--- src/acc_regs.vh ---
// register offsets, field positions and reset values of the converter control
`ifndef ACC_REGS_VH
`define ACC_REGS_VH
`define ACC_OFS_SC1 6'h00
`define ACC_OFS_SC2 6'h04
`define ACC_OFS_CFG 6'h08
`define ACC_OFS_CMP 6'h0c
`define ACC_OFS_RESH 6'h10
`define ACC_OFS_RESL 6'h14
`define ACC_OFS_PIN3 6'h18
`define ACC_OFS_PIN2 6'h1c
`define ACC_OFS_PIN1 6'h20
`define ACC_SC1_CONT 5
`define ACC_SC1_IEN 6
`define ACC_SC1_CONVERSION_COMPLETE_FLAG 7
`define ACC_SC2_HWT 0
`define ACC_SC2_CMPEN 1
`define ACC_SC2_CMPGT 2
`define ACC_SC2_ACT 3
`define ACC_CH_OFF 5'h1f
`define ACC_SRC_BUS 2'h0
`define ACC_SRC_HALF 2'h1
`define ACC_SRC_ALT 2'h2
`define ACC_SRC_ASYNC 2'h3
`define ACC_RES_8 2'h0
`define ACC_RES_12 2'h1
`define ACC_RES_10 2'h2
`define ACC_RST_CH 5'h1f
`define ACC_RST_CFG 8'h00
`endif

--- src/acc_conversion_control.v ---
// converter control: register slave, clocking, pin control, triggering
//
// Design decisions made here: the Avalon-MM slave port and the address map.
`timescale 1ns/1ps
`include "acc_regs.vh"

module acc_conversion_control #(
  parameter PINS = 24
) (
  input wire sys_clk,
  input wire srst,
  input wire [5:0] avs_address,
  input wire avs_read,
  input wire avs_write,
  input wire [31:0] avs_writedata,
  input wire [3:0] avs_byteenable,
  output reg [31:0] avs_readdata,
  output reg avs_waitrequest,
  input wire alternate_clock,
  input wire internal_async_clock,
  input wire hardware_trigger_input,
  input wire [PINS-1:0] port_pin_level,
  output reg [PINS-1:0] pin_disable,
  output reg [PINS-1:0] port_read_data,
  output reg converter_clock,
  output reg internal_async_enable,
  output reg conv_enable,
  output reg conv_start,
  output reg conv_abort,
  output reg [4:0] conv_channel,
  output reg conv_raw_9bit,
  input wire conv_done,
  input wire [11:0] conv_raw,
  output reg conversion_irq
);

  localparam ST_OFF = 3'b001;
  localparam ST_IDLE = 3'b010;
  localparam ST_BUSY = 3'b100;

  // ----------------------------------------------------------------
  // result sizing
  // ----------------------------------------------------------------
  // round half up and saturate so a full-scale value cannot wrap to zero
  function [11:0] acc_size;
    input [11:0] raw;
    input [1:0] res;
    begin
      case (res)
        `ACC_RES_10: begin
          if (raw[11:2] == 10'h3ff)
            acc_size = 12'h3ff;
          else
            acc_size = {2'h0, raw[11:2] + {9'h000, raw[1]}};
        end
        `ACC_RES_8: begin
          if (raw[8:1] == 8'hff)
            acc_size = 12'h0ff;
          else
            acc_size = {4'h0, raw[8:1] + {7'h00, raw[0]}};
        end
        default: acc_size = raw;
      endcase
    end
  endfunction

  // ----------------------------------------------------------------
  // registers
  // ----------------------------------------------------------------
  reg [4:0] channel_select_field;
  reg continuous;
  reg completion_interrupt_enable;
  reg conversion_complete_flag;
  reg hardware_trigger_enable;
  reg compare_enable;
  reg compare_greater;
  reg [1:0] clock_source_select;
  reg [1:0] resolution;
  reg [1:0] clock_divide_select;
  reg [11:0] compare_value;
  reg [11:0] result;
  reg [7:0] analog_pin_disable_ch16_23;
  reg [7:0] analog_pin_disable_ch8_15;
  reg [7:0] analog_pin_disable_ch0_7;
  reg [2:0] state;
  reg cont_run;

  wire bus_wr = avs_write && !avs_waitrequest;
  wire bus_rd = avs_read && !avs_waitrequest;
  wire wr_b0 = bus_wr && avs_byteenable[0];
  wire wr_sc1 = wr_b0 && avs_address == `ACC_OFS_SC1;
  wire wr_mode = bus_wr && (avs_address == `ACC_OFS_SC2 ||
                 avs_address == `ACC_OFS_CFG || avs_address == `ACC_OFS_CMP);
  wire [4:0] new_ch = avs_writedata[4:0];

  // ----------------------------------------------------------------
  // avalon slave: one wait cycle, then answer
  // ----------------------------------------------------------------
  reg [31:0] next_readdata;
  always @* begin
    next_readdata = 32'h00000000;
    case (avs_address)
      `ACC_OFS_SC1: next_readdata[7:0] = {conversion_complete_flag,
        completion_interrupt_enable, continuous, channel_select_field};
      `ACC_OFS_SC2: next_readdata[3:0] = {state == ST_BUSY, compare_greater,
        compare_enable, hardware_trigger_enable};
      `ACC_OFS_CFG: next_readdata[6:0] = {clock_divide_select, 1'b0,
        resolution, clock_source_select};
      `ACC_OFS_CMP: next_readdata[11:0] = compare_value;
      `ACC_OFS_RESH: next_readdata[3:0] = result[11:8];
      `ACC_OFS_RESL: next_readdata[7:0] = result[7:0];
      `ACC_OFS_PIN3: next_readdata[7:0] = analog_pin_disable_ch16_23;
      `ACC_OFS_PIN2: next_readdata[7:0] = analog_pin_disable_ch8_15;
      `ACC_OFS_PIN1: next_readdata[7:0] = analog_pin_disable_ch0_7;
      default: next_readdata = 32'h00000000;
    endcase
  end

  always @(posedge sys_clk) begin
    if (srst) begin
      avs_waitrequest <= 1'b1;
      avs_readdata <= 32'h00000000;
    end else if ((avs_read || avs_write) && avs_waitrequest) begin
      avs_waitrequest <= 1'b0;
      avs_readdata <= next_readdata;
    end else begin
      avs_waitrequest <= 1'b1;
    end
  end

  always @(posedge sys_clk) begin
    if (srst) begin
      channel_select_field <= `ACC_RST_CH;
      continuous <= 1'b0;
      completion_interrupt_enable <= 1'b0;
      hardware_trigger_enable <= 1'b0;
      compare_enable <= 1'b0;
      compare_greater <= 1'b0;
      {clock_divide_select, resolution, clock_source_select} <= 6'h00;
      compare_value <= 12'h000;
      analog_pin_disable_ch16_23 <= 8'h00;
      analog_pin_disable_ch8_15 <= 8'h00;
      analog_pin_disable_ch0_7 <= 8'h00;
    end else if (wr_b0) begin
      case (avs_address)
        `ACC_OFS_SC1: begin
          channel_select_field <= new_ch;
          continuous <= avs_writedata[`ACC_SC1_CONT];
          completion_interrupt_enable <= avs_writedata[`ACC_SC1_IEN];
        end
        `ACC_OFS_SC2: begin
          hardware_trigger_enable <= avs_writedata[`ACC_SC2_HWT];
          compare_enable <= avs_writedata[`ACC_SC2_CMPEN];
          compare_greater <= avs_writedata[`ACC_SC2_CMPGT];
        end
        `ACC_OFS_CFG: begin
          clock_source_select <= avs_writedata[1:0];
          resolution <= avs_writedata[3:2];
          clock_divide_select <= avs_writedata[6:5];
        end
        `ACC_OFS_CMP: begin
          compare_value[7:0] <= avs_writedata[7:0];
          if (avs_byteenable[1])
            compare_value[11:8] <= avs_writedata[11:8];
        end
        `ACC_OFS_PIN3: analog_pin_disable_ch16_23 <= avs_writedata[7:0];
        `ACC_OFS_PIN2: analog_pin_disable_ch8_15 <= avs_writedata[7:0];
        `ACC_OFS_PIN1: analog_pin_disable_ch0_7 <= avs_writedata[7:0];
        default: ;
      endcase
    end
  end

  // ----------------------------------------------------------------
  // pin control
  // ----------------------------------------------------------------
  reg [PINS-1:0] pin_s1;
  reg [PINS-1:0] pin_s2;
  wire [23:0] pin_all = {analog_pin_disable_ch16_23,
                         analog_pin_disable_ch8_15, analog_pin_disable_ch0_7};
  always @(posedge sys_clk) begin
    if (srst) begin
      pin_s1 <= {PINS{1'b0}};
      pin_s2 <= {PINS{1'b0}};
      pin_disable <= {PINS{1'b0}};
      port_read_data <= {PINS{1'b0}};
    end else begin
      pin_s1 <= port_pin_level;
      pin_s2 <= pin_s1;
      pin_disable <= pin_all[PINS-1:0];
      port_read_data <= pin_s2 & ~pin_all[PINS-1:0];
    end
  end

  // ----------------------------------------------------------------
  // converter clock
  // ----------------------------------------------------------------
  // external clocks are sampled, so they must be well below sys_clk
  reg alt_s1, alt_s2, alt_s3;
  reg asy_s1, asy_s2, asy_s3;
  reg half_phase;
  reg [1:0] act_src;
  reg [1:0] act_div;
  reg [2:0] div_cnt;
  reg src_tick;
  always @* begin
    case (act_src)
      `ACC_SRC_BUS: src_tick = 1'b1;
      `ACC_SRC_HALF: src_tick = half_phase;
      `ACC_SRC_ALT: src_tick = alt_s2 && !alt_s3;
      default: src_tick = asy_s2 && !asy_s3;
    endcase
  end
  wire [2:0] div_last = (3'h1 << act_div) - 3'h1;

  always @(posedge sys_clk) begin
    if (srst) begin
      {alt_s1, alt_s2, alt_s3} <= 3'h0;
      {asy_s1, asy_s2, asy_s3} <= 3'h0;
      half_phase <= 1'b0;
      act_src <= `ACC_SRC_BUS;
      act_div <= 2'h0;
      div_cnt <= 3'h0;
      converter_clock <= 1'b0;
      internal_async_enable <= 1'b0;
    end else begin
      {alt_s1, alt_s2, alt_s3} <= {alternate_clock, alt_s1, alt_s2};
      {asy_s1, asy_s2, asy_s3} <= {internal_async_clock, asy_s1, asy_s2};
      half_phase <= !half_phase;
      internal_async_enable <= clock_source_select == `ACC_SRC_ASYNC &&
                               state != ST_OFF;
      if (src_tick) begin
        if (div_cnt >= div_last) begin
          div_cnt <= 3'h0;
          converter_clock <= !converter_clock;
          if (converter_clock) begin
            act_src <= clock_source_select;
            act_div <= clock_divide_select;
          end
        end else begin
          div_cnt <= div_cnt + 3'h1;
        end
      end
    end
  end

  // ----------------------------------------------------------------
  // triggering and sequencing
  // ----------------------------------------------------------------
  reg trg_s1, trg_s2, trg_s3;
  wire trg_rise = trg_s2 && !trg_s3;
  wire [11:0] sized = acc_size(conv_raw, resolution);
  wire cmp_ok = !compare_enable ||
                (compare_greater ? sized >= compare_value :
                                   sized < compare_value);
  wire hw_go = hardware_trigger_enable && trg_rise && state == ST_IDLE &&
               !cont_run;
  wire sw_go = wr_sc1 && new_ch != `ACC_CH_OFF &&
               !hardware_trigger_enable;
  wire done = state == ST_BUSY && conv_done;
  wire store = done && cmp_ok;
  wire restart = done && (continuous || (cmp_ok == 1'b0 && continuous));
  wire res_lo_rd = bus_rd && avs_address == `ACC_OFS_RESL;

  reg [2:0] next_state;
  always @* begin
    next_state = state;
    case (state)
      ST_OFF: next_state = sw_go ? ST_BUSY : ST_IDLE;
      ST_IDLE: if (sw_go || hw_go) next_state = ST_BUSY;
      ST_BUSY: begin
        if (wr_sc1 || wr_mode)
          next_state = sw_go ? ST_BUSY : ST_IDLE;
        else if (done && !continuous)
          next_state = ST_IDLE;
      end
      default: next_state = ST_OFF;
    endcase
    if (channel_select_field == `ACC_CH_OFF && !sw_go)
      next_state = ST_OFF;
    if (wr_sc1 && new_ch == `ACC_CH_OFF)
      next_state = ST_OFF;
  end

  always @(posedge sys_clk) begin
    if (srst) begin
      {trg_s1, trg_s2, trg_s3} <= 3'h0;
      state <= ST_OFF;
      cont_run <= 1'b0;
      conv_start <= 1'b0;
      conv_abort <= 1'b0;
      conv_enable <= 1'b0;
      conv_channel <= `ACC_RST_CH;
      conv_raw_9bit <= 1'b1;
      result <= 12'h000;
      conversion_complete_flag <= 1'b0;
      conversion_irq <= 1'b0;
    end else begin
      {trg_s1, trg_s2, trg_s3} <= {hardware_trigger_input, trg_s1, trg_s2};
      state <= next_state;
      if (wr_sc1 || wr_mode || next_state == ST_OFF)
        cont_run <= 1'b0;
      else if (hw_go && continuous)
        cont_run <= 1'b1;
      conv_start <= next_state == ST_BUSY &&
                    (state != ST_BUSY || sw_go || restart);
      conv_abort <= state == ST_BUSY && (wr_sc1 || wr_mode);
      conv_enable <= next_state != ST_OFF;
      conv_channel <= channel_select_field;
      conv_raw_9bit <= resolution == `ACC_RES_8;
      if (store)
        result <= sized;
      // a completion in the cycle of a clear still sets the flag
      if (store)
        conversion_complete_flag <= 1'b1;
      else if (wr_sc1 || res_lo_rd)
        conversion_complete_flag <= 1'b0;
      conversion_irq <= (conversion_complete_flag || store) &&
                        !(wr_sc1 && !store) && !(res_lo_rd && !store) &&
                        (wr_sc1 ? avs_writedata[`ACC_SC1_IEN] :
                         completion_interrupt_enable);
    end
  end

endmodule

--- config.mk ---
export PLATFORM = sky130hd
export DESIGN_NAME = acc_conversion_control
export DESIGN_NICKNAME = d
export VERILOG_FILES = /design/src/acc_conversion_control.v
export VERILOG_INCLUDE_DIRS = /design/src /design/src/src
export SDC_FILE = /design/constraint.sdc
export NUM_CORES = 1
export LEC_CHECK = 0
export BUFFER_PORTS_ARGS = -buffer_cell sky130_fd_sc_hd__buf_4
export CORE_ASPECT_RATIO = 0.7
export CORE_MARGIN = 2
export CORE_UTILIZATION = 32
export DETAILED_ROUTE_END_ITERATION = 6
export SYNTH_ARGS = -nofsm -noshare
export SYNTH_HDL_FRONTEND = slang
export SYNTH_SLANG_ARGS = --single-unit
--- constraint.sdc ---
create_clock -name sys_clk -period 10.1 [get_ports sys_clk]
set_input_delay 2.02 -clock sys_clk [delete_from_list [all_inputs] [get_ports sys_clk]]
set_output_delay 2.02 -clock sys_clk [all_outputs]
set_load 0.05 [all_outputs]
After elaboration in Yosys (flattened, before gate mapping):

Cells that the tools add are included.

* bits in registers: 207
* input bits: 86
* output and inout port bits: 93
* logic and storage cells: 174

* add/sub/neg operators: 4
* magnitude comparators: 3
* eq/ne operators: 25
* shift-type cells: 1
* mux-type cells: 21
* bitwise logic cells: 3
* reductions and logical operators: 72

Operators with widths (number)
* 4-bit case mux with 9 select lines: 1
* 1-bit logical AND: 31
* 24-bit AND: 1
* 6-bit by 5-bit equality test with 1-bit output, second input constant: 4
* 24-bit NOT: 1
* 12-bit case mux with 2 select lines: 1
* 3-bit 2-to-1 mux: 7
* 3-bit case mux with 7 select lines: 1
* 2-bit AND reduction: 8
* 1-bit zero test: 14
* 6-bit by 4-bit equality test with 1-bit output, second input constant: 2
* 12-bit greater-or-equal comparator: 1
* 1-bit logical OR: 12
* 12-bit less-than comparator: 1
* 10-bit by 1-bit adder with 10-bit output: 1
* 10-bit equality test, second input constant: 1
* 5-bit equality test, second input constant: 2
* 10-bit 2-to-1 mux: 1
* 3-bit case mux with 3 select lines: 1
* 8-bit by 1-bit adder with 8-bit output: 1
* 8-bit equality test, second input constant: 1
* 8-bit 2-to-1 mux: 1
* 2-bit equality test, second input constant: 3
* 3-bit by 1-bit equality test with 1-bit output, second input constant: 2
* other kinds (22): 30

Longest topological paths before layout:

Gate-level depths: netlist of the first run.

* word-level depth: 14
* gate-level depth with buffers: 14
* depth with buffers taken out: 13

Worst setup path before layout of the first run:

OpenSTA, ideal clock, no wires.

* path type: input-to-reg
* from: input port conv_raw[6]
* to: register result[5]
* setup time: 0.116 ns
* arrival time: 4.959 ns
* data required time: 9.984 ns
* slack: 5.025 ns
* stages: 13
* path buffers: 2
* path through: clkbuf_1 -> nand4_1 -> or4b_2 -> o21ai_0 -> a221oi_1 -> ha_1 -> a21oi_1 -> o21a_1 -> o21ai_0 -> o311ai_0 -> clkbuf_1 -> nand2_1 -> a31o_2

* longest elaborated chain between the ends: 7
* elaborated cells between the ends (all ways): 12
* those cells by class: add/sub: 2; order compare: 2; eq/ne: 2; mux: 4; reduce/logical: 2

RTL lines
* start: declaration: line acc_conversion_control.v:33 `input wire [11:0] conv_raw,`
* 10-bit by 1-bit adder with 10-bit output, or another cell as far along: line acc_conversion_control.v:54 `acc_size = {2'h0, raw[11:2] + {9'h000, raw[1]}};`
* 10-bit 2-to-1 mux or 8-bit 2-to-1 mux (tied branches): line acc_conversion_control.v:51, acc_conversion_control.v:57
* 12-bit case mux with 2 select lines *: line acc_conversion_control.v:49 `case (res)`
* named net sized[7]: line acc_conversion_control.v:252 `wire [11:0] sized = acc_size(conv_raw, resolution);`
* 12-bit less-than comparator or 12-bit greater-or-equal comparator (tied branches): line acc_conversion_control.v:255, acc_conversion_control.v:254
* 1-bit 2-to-1 mux *: line acc_conversion_control.v:254 `(compare_greater ? sized >= compare_value :`
* 1-bit logical OR *: line acc_conversion_control.v:253 `wire cmp_ok = !compare_enable ||`
* 1-bit logical AND *: line acc_conversion_control.v:261 `wire store = done && cmp_ok;`
* end signal: assignment: line acc_conversion_control.v:312 `result <= sized;`
* end: declaration: line acc_conversion_control.v:81 `reg [11:0] result;`

Mark *: on every way through the listed nets, which the timed path passes. The rest lies on a longest branch.
A chain may end at the register's enable or synchronous reset.

Worst setup path in the final report of the first run:

* from: input port conv_raw[2]
* to: register result[0]

Same word-level chain as after synthesis.

==> impl_metrics.json, run 1 <==
{
  "multi_input_area_mm2": 0.00361,
  "gp_congestion": 0.852,
  "die_w_um": 194,
  "fmax_mhz": 176,
  "period_needed_ps": 5680,
  "grt_overflow": 0,
  "hpwl_um": 15700,
  "worstMarginPinSlew_ps": 1110,
  "syn_area_mm2": 0.00809,
  "cp.arrival_ps": 6070,
  "ys_ff_latch": 207,
  "antenna_found_initial": 0,
  "core_mm2": 0.0247,
  "synth-edff-count": 0,
  "drtIter0Drc": 389,
  "fin_setup_tns_ps": 0,
  "cts_tree": "yes",
  "status": "complete, no violations",
  "yosys_warnings": 0,
  "netlist_instances": 847,
  "cts_hold_buf": 0,
  "drtPass1Iterations": 6,
  "synth.yosys.seq_area_share_pct": 51.2,
  "cts_buffers": 21,
  "fillers": 2485,
  "clock_sinks": 207,
  "grt_pass1_wl_um": 34100,
  "clock_latency_ps": 490,
  "ant_nets": 0,
  "ys_async_sr_fraction_pct": 0,
  "nets": 1072,
  "routedWlPerCell_um": 16.8,
  "clk_path_buf_depth": 3,
  "wirelength_um": 21900,
  "post-route-util_pct": 40.6,
  "power.density_mw_per_mm2": 176,
  "ctsResizeCount": 0,
  "final_cell_mix": "dfxtp_1, buf_4, nor2b_1",
  "drv_slew": 0,
  "r2r-start": "resolution[0]$_SDFFE_PP0P_",
  "clkSlewWorstSetupHoldPaths_ps": 70,
  "hold_end": "half_phase$_SDFF_PP0_",
  "finalSetupViolCount": 0,
  "max_cap_viol_count": 0,
  "final_common_cell": "dfxtp_1",
  "via_per_inst": 4.87,
  "grt_pass1_vias": 5993,
  "critPathKind": "in -> reg",
  "rsz0062_at_grt": "false",
  "port_buffers": 136,
  "vdd_drop_max_uv": 127,
  "min_from": "half_phase$_SDFF_PP0_",
  "cp_max_fo": 7,
  "r2r-end": "result[0]$_SDFFE_PP0P_",
  "hold_viol_final": 0,
  "start_kind": "input port",
  "synthFlopType": "dfxtp_1",
  "grt_usage_pct": 16.3,
  "worstPathRequired_ps": 10490,
  "root_buffer": "clkbuf_16",
  "dieArea_mm2": 0.0266,
  "hold_path_depth": 1,
  "drive_above_1_share_pct": 20.3,
  "end_kind": "flip-flop",
  "die_h_um": 137,
  "fin_skew_ps": 6.72,
  "syn_avg_cell_area_um2": 9.55,
  "min_period_over_period_pct": 56.2,
  "hold_path_class": "reg -> reg",
  "diodes": 0,
  "fin_ws_ps": 4420,
  "dp_worst_setup_slack_ps": 4050,
  "ios": 179,
  "cts_setup_buffers": 0,
  "p_total_mw": 1.77,
  "cts_htree_levels": 1,
  "initial_core_util_pct": 32.7,
  "slew_headroom_pct": 24.8,
  "cellLeakagePower_nw": 4.04,
  "synthToLayoutAreaGrowth_pct": 24.2,
  "ff_latch_area_mm2": 0.00414,
  "rows": 48,
  "num_vias": 6356,
  "drcViolationCount": 0,
  "reg2reg_setup_slack_ps": 5960,
  "ff2ff_path_depth": 12,
  "synth_cell_types": 61,
  "grt_max_degree": 83
}
==> kinds of logic after synthesis <==
| group | after synthesis | share of synthesized area, % |
|---|---|---|
| buffers and inverters | 86 | 5.09 |
| xor gates and xnor gates | 12 | 1.30 |
| muxes | 39 | 4.82 |
| AOI/OAI and AO/OA | 143 | 11.5 |
| adders and majority gates | 20 | 3.09 |
| DFF | 207 | 51.2 |
| and+or+nand+nor | 339 | 22.9 |
| other | 1 | 0.0463 |
==> sequential cells by signal, summed over array words and instances, names as in the netlist, 2 cells and up <==
signal	cells
clock_source_select	2
compare_value	12
clock_divide_select	2
analog_pin_disable_ch0_7	8
act_src	2
pin_s2	24
avs_readdata	12
result	12
analog_pin_disable_ch16_23	8
channel_select_field	5
port_read_data	24
analog_pin_disable_ch8_15	8
pin_disable	24
div_cnt	3
state	3
act_div	2
conv_channel	5
resolution	2
pin_s1	24
==> critical path, cell delays in order <==
cell and delay [ps]:
buf_4 130, ha_1 320, nand4_1 160, o21ai_0 600, nor2_1 110, a221oi_1 380, ha_1 330, a21oi_1 130
o21a_1 180, o21ai_0 110, o311ai_0 910, buf_4 300, nand2_1 110, a211oi_1 290
==> layout make-up <==
type	instances	area share, %
tap	325	4.05
clock inverter	10	1.53
timing repair buffer	144	10.8
inverter	19	0.710
multi-input combinational	573	36.0
clock buffer	26	5.71
sequential	207	41.2
==> how the worst max path moves through the flow <==
stage,start,end,depth (start not counted)
3_3_place_gp,conv_raw[2],result[5]$_SDFFE_PP0P_,14
5_1_grt,conv_raw[2],result[0]$_SDFFE_PP0P_,14
3_5_place_dp,conv_raw[2],result[5]$_SDFFE_PP0P_,14
4_1_cts,conv_raw[2],result[0]$_SDFFE_PP0P_,14
2_1_floorplan,conv_raw[6],result[5]$_SDFFE_PP0P_,13
6_report,conv_raw[2],result[0]$_SDFFE_PP0P_,14
==> through the flow <==
stage / cell area (µm²) / hold WS [ps] / instances
after floorplan: 8160 / 393 / 866
after global placement: 9320 / 402 / 1268
after detailed placement: 9320 / 405 / 1268
after CTS: 10000 / 413 / 1304
after global routing: 10000 / 441 / 1304
final: 10000 / 415 / 1304
==> report_power, final <==
part / internal (mW) / switching (mW)
registers: 0.830 / 0.00388
logic: 0.0403 / 0.0759
clock network: 0.505 / 0.316
total: 1.38 / 0.395
==> cells in the mapped netlist (all sizes together) (5+ instances only) <==
library cell | instances | area [µm²]
a21oi | 53 | 269
a222oi | 8 | 80.1
a22oi | 18 | 135
and2 | 5 | 31.3
buf | 26 | 186
clkbuf | 41 | 154
dfxtp | 207 | 4140
ha | 20 | 250
inv | 19 | 71.3
mux2i | 39 | 390
nand2 | 58 | 220
nand2b | 5 | 31.3
nand3 | 50 | 250
nand4 | 6 | 37.5
nor2 | 58 | 220
nor2b | 87 | 544
nor3 | 17 | 90.1
nor3b | 26 | 206
o21a | 5 | 37.5
o21ai | 27 | 135
or2 | 6 | 37.5
xnor2 | 8 | 70.1
==> metal layers <==
layer / wire [µm] / GRT usage (%)
met1: 10800 / 23.7
met2: 8680 / 23.1
met3: 2140 / 5.45
met4: 335 / 3.37
met5: 0 / 0
Note: power is estimated with default switching activity, not from simulation.
==> inputs of run 2 (changes only) <==
==> constraint.sdc (replaced) <==
create_clock -name sys_clk -period 5 [get_ports sys_clk]
set_input_delay 1 -clock sys_clk [delete_from_list [all_inputs] [get_ports sys_clk]]
set_output_delay 1 -clock sys_clk [all_outputs]
set_load 0.05 [all_outputs]
==> run 2 against run 1 <==
Against the previous run: register-to-register slack lost 4600 ps; clock power grew 81%; critical path depth shrank 2; final cell count is essentially flat; sequential power grew 100%; via count grew 0.28%; wire length is essentially flat; hold slack lost 2.2 ps; global-route usage shrank 0.19 points; critical path type unchanged; largest power group unchanged.
==> impl_metrics.json, run 2 (synthesized netlist as in run 1, its figures left out) <==
{
  "root_buffer": "clkbuf_16",
  "routedWlPerCell_um": 16.8,
  "power.density_mw_per_mm2": 342,
  "num_vias": 6374,
  "cts_htree_levels": 1,
  "initial_core_util_pct": 32.7,
  "final_common_cell": "dfxtp_1",
  "cts_hold_buf": 0,
  "worstPathRequired_ps": 5380,
  "rows": 48,
  "clk_path_buf_depth": 3,
  "clock_sinks": 207,
  "fin_setup_tns_ps": 0,
  "startpoint": "conv_raw[2]",
  "nets": 1072,
  "grt_usage_pct": 16.1,
  "fillers": 2493,
  "grt_pass1_wl_um": 33800,
  "drv_slew": 0,
  "min_period_over_period_pct": 79.6,
  "r2r-start": "resolution[0]$_SDFFE_PP0P_",
  "grt_pass1_vias": 5892,
  "multi_input_area_mm2": 0.00361,
  "hold_viol_final": 0,
  "cp.arrival_ps": 4360,
  "gp_congestion": 0.840,
  "min_from": "half_phase$_SDFF_PP0_",
  "ant_nets": 0,
  "slew_headroom_pct": 31.3,
  "vdd_drop_max_uv": 194,
  "via_per_inst": 4.88,
  "post-route-util_pct": 40.3,
  "ctsResizeCount": 0,
  "crit_slowest_cell": "o21ai_0",
  "die_h_um": 137,
  "final_cells": 1305,
  "end_kind": "flip-flop",
  "fmax_mhz": 251,
  "worstPathCellList": "buf_4, ha_1, nand4_1, o21ai_0, nor2_1, a221oi_1, ha_1, nand4_1, a211oi_1, o32a_1, nand2_1, a31o_2",
  "hold_path_class": "reg -> reg",
  "cellLeakagePower_nw": 4.00,
  "max_stage_delay_ps": 590,
  "status": "complete, no violations",
  "cts_buffers": 21,
  "drtIter0Drc": 469,
  "synthToLayoutAreaGrowth_pct": 23.2,
  "cts_setup_buffers": 0,
  "drtPass1Iterations": 6,
  "cp_max_fo": 11,
  "drcViolationCount": 0,
  "period_needed_ps": 3980,
  "final_cell_mix": "dfxtp_1, buf_4, nor2b_1",
  "core_mm2": 0.0247,
  "fin_skew_ps": 14.0,
  "grt_overflow": 0,
  "placed_cells": 1268,
  "clock_latency_ps": 490,
  "hpwl_um": 15700,
  "clkSlewWorstSetupHoldPaths_ps": 60,
  "max_cap_viol_count": 0,
  "wirelength_um": 21900,
  "critPathKind": "in -> reg",
  "start_kind": "input port",
  "die_w_um": 194,
  "antenna_found_initial": 1,
  "finalSetupViolCount": 0,
  "ff_latch_area_mm2": 0.00414,
  "dieArea_mm2": 0.0266,
  "grt_max_degree": 90,
  "rsz0062_at_grt": "false",
  "drive_above_1_share_pct": 19.9,
  "worstMarginPinSlew_ps": 1020,
  "ios": 179,
  "cts_tree": "yes",
  "port_buffers": 136
}
[run 2: cell count changes in the layout (fill, tap and decap cells not counted)]
cell / before / now
clkinv_4: 1 / 0
bufinv_16: 4 / 0
clkinv_2: 5 / 3
clkbuf_8: 3 / 6
clkbuf_1: 2 / 6
diode_2: 0 / 1
[run 2: final cells by class]
class | instances | share of cell area [%]
inverters | 19 | 0.715
repair buffers | 144 | 10.9
diodes | 1 | 0.0251
flip-flops and latches | 207 | 41.6
well taps | 325 | 4.08
clock inverters | 3 | 0.151
clock buffers | 33 | 6.33
multi-input cells | 573 | 36.3
[run 2: worst paths after layout]
path,endpoint,slack [ps],cells after the start
max,result[5]$_SDFFE_PP0P_,1020,12
min,half_phase$_SDFF_PP0_,410,1
max reg2reg,result[5]$_SDFFE_PP0P_,1410,11
min reg2reg,half_phase$_SDFF_PP0_,410,1
[run 2: power breakdown]
group	switching [mW]	leakage (nW)	internal, mW
logic	0.152	2.00	0.0811
registers	0.00791	1.68	1.68
clock network	0.628	0.321	0.861
total	0.788	4.00	2.62
[run 2: routing by layer]
metal	track usage, %	vias to the layer above	part of all wire (%)
li1	-	3139	-
met1	24.0	2960	50
met2	22.7	250	39
met3	4.81	25	9.7
met4	2.90	0	1.3
met5	0	-	0
[run 2: per-stage QoR]
stage	setup slack (ps)	area, µm²	hold WS [ps]	power [mW]
floorplan	945	8160	393	1.88
global placement	598	9320	405	1.95
detailed placement	572	9320	406	1.95
CTS	1090	9970	414	3.45
global route	727	9970	423	3.54
finish	1020	9970	413	3.41
[run 2: worst max-delay path: cells and delay by family]
| kind | cells | cell delay, ps |
|---|---|---|
| compound gates | 5 | 2130 |
| fa+ha+maj | 2 | 510 |
| simple gates | 4 | 590 |
| buf+inv | 1 | 130 |
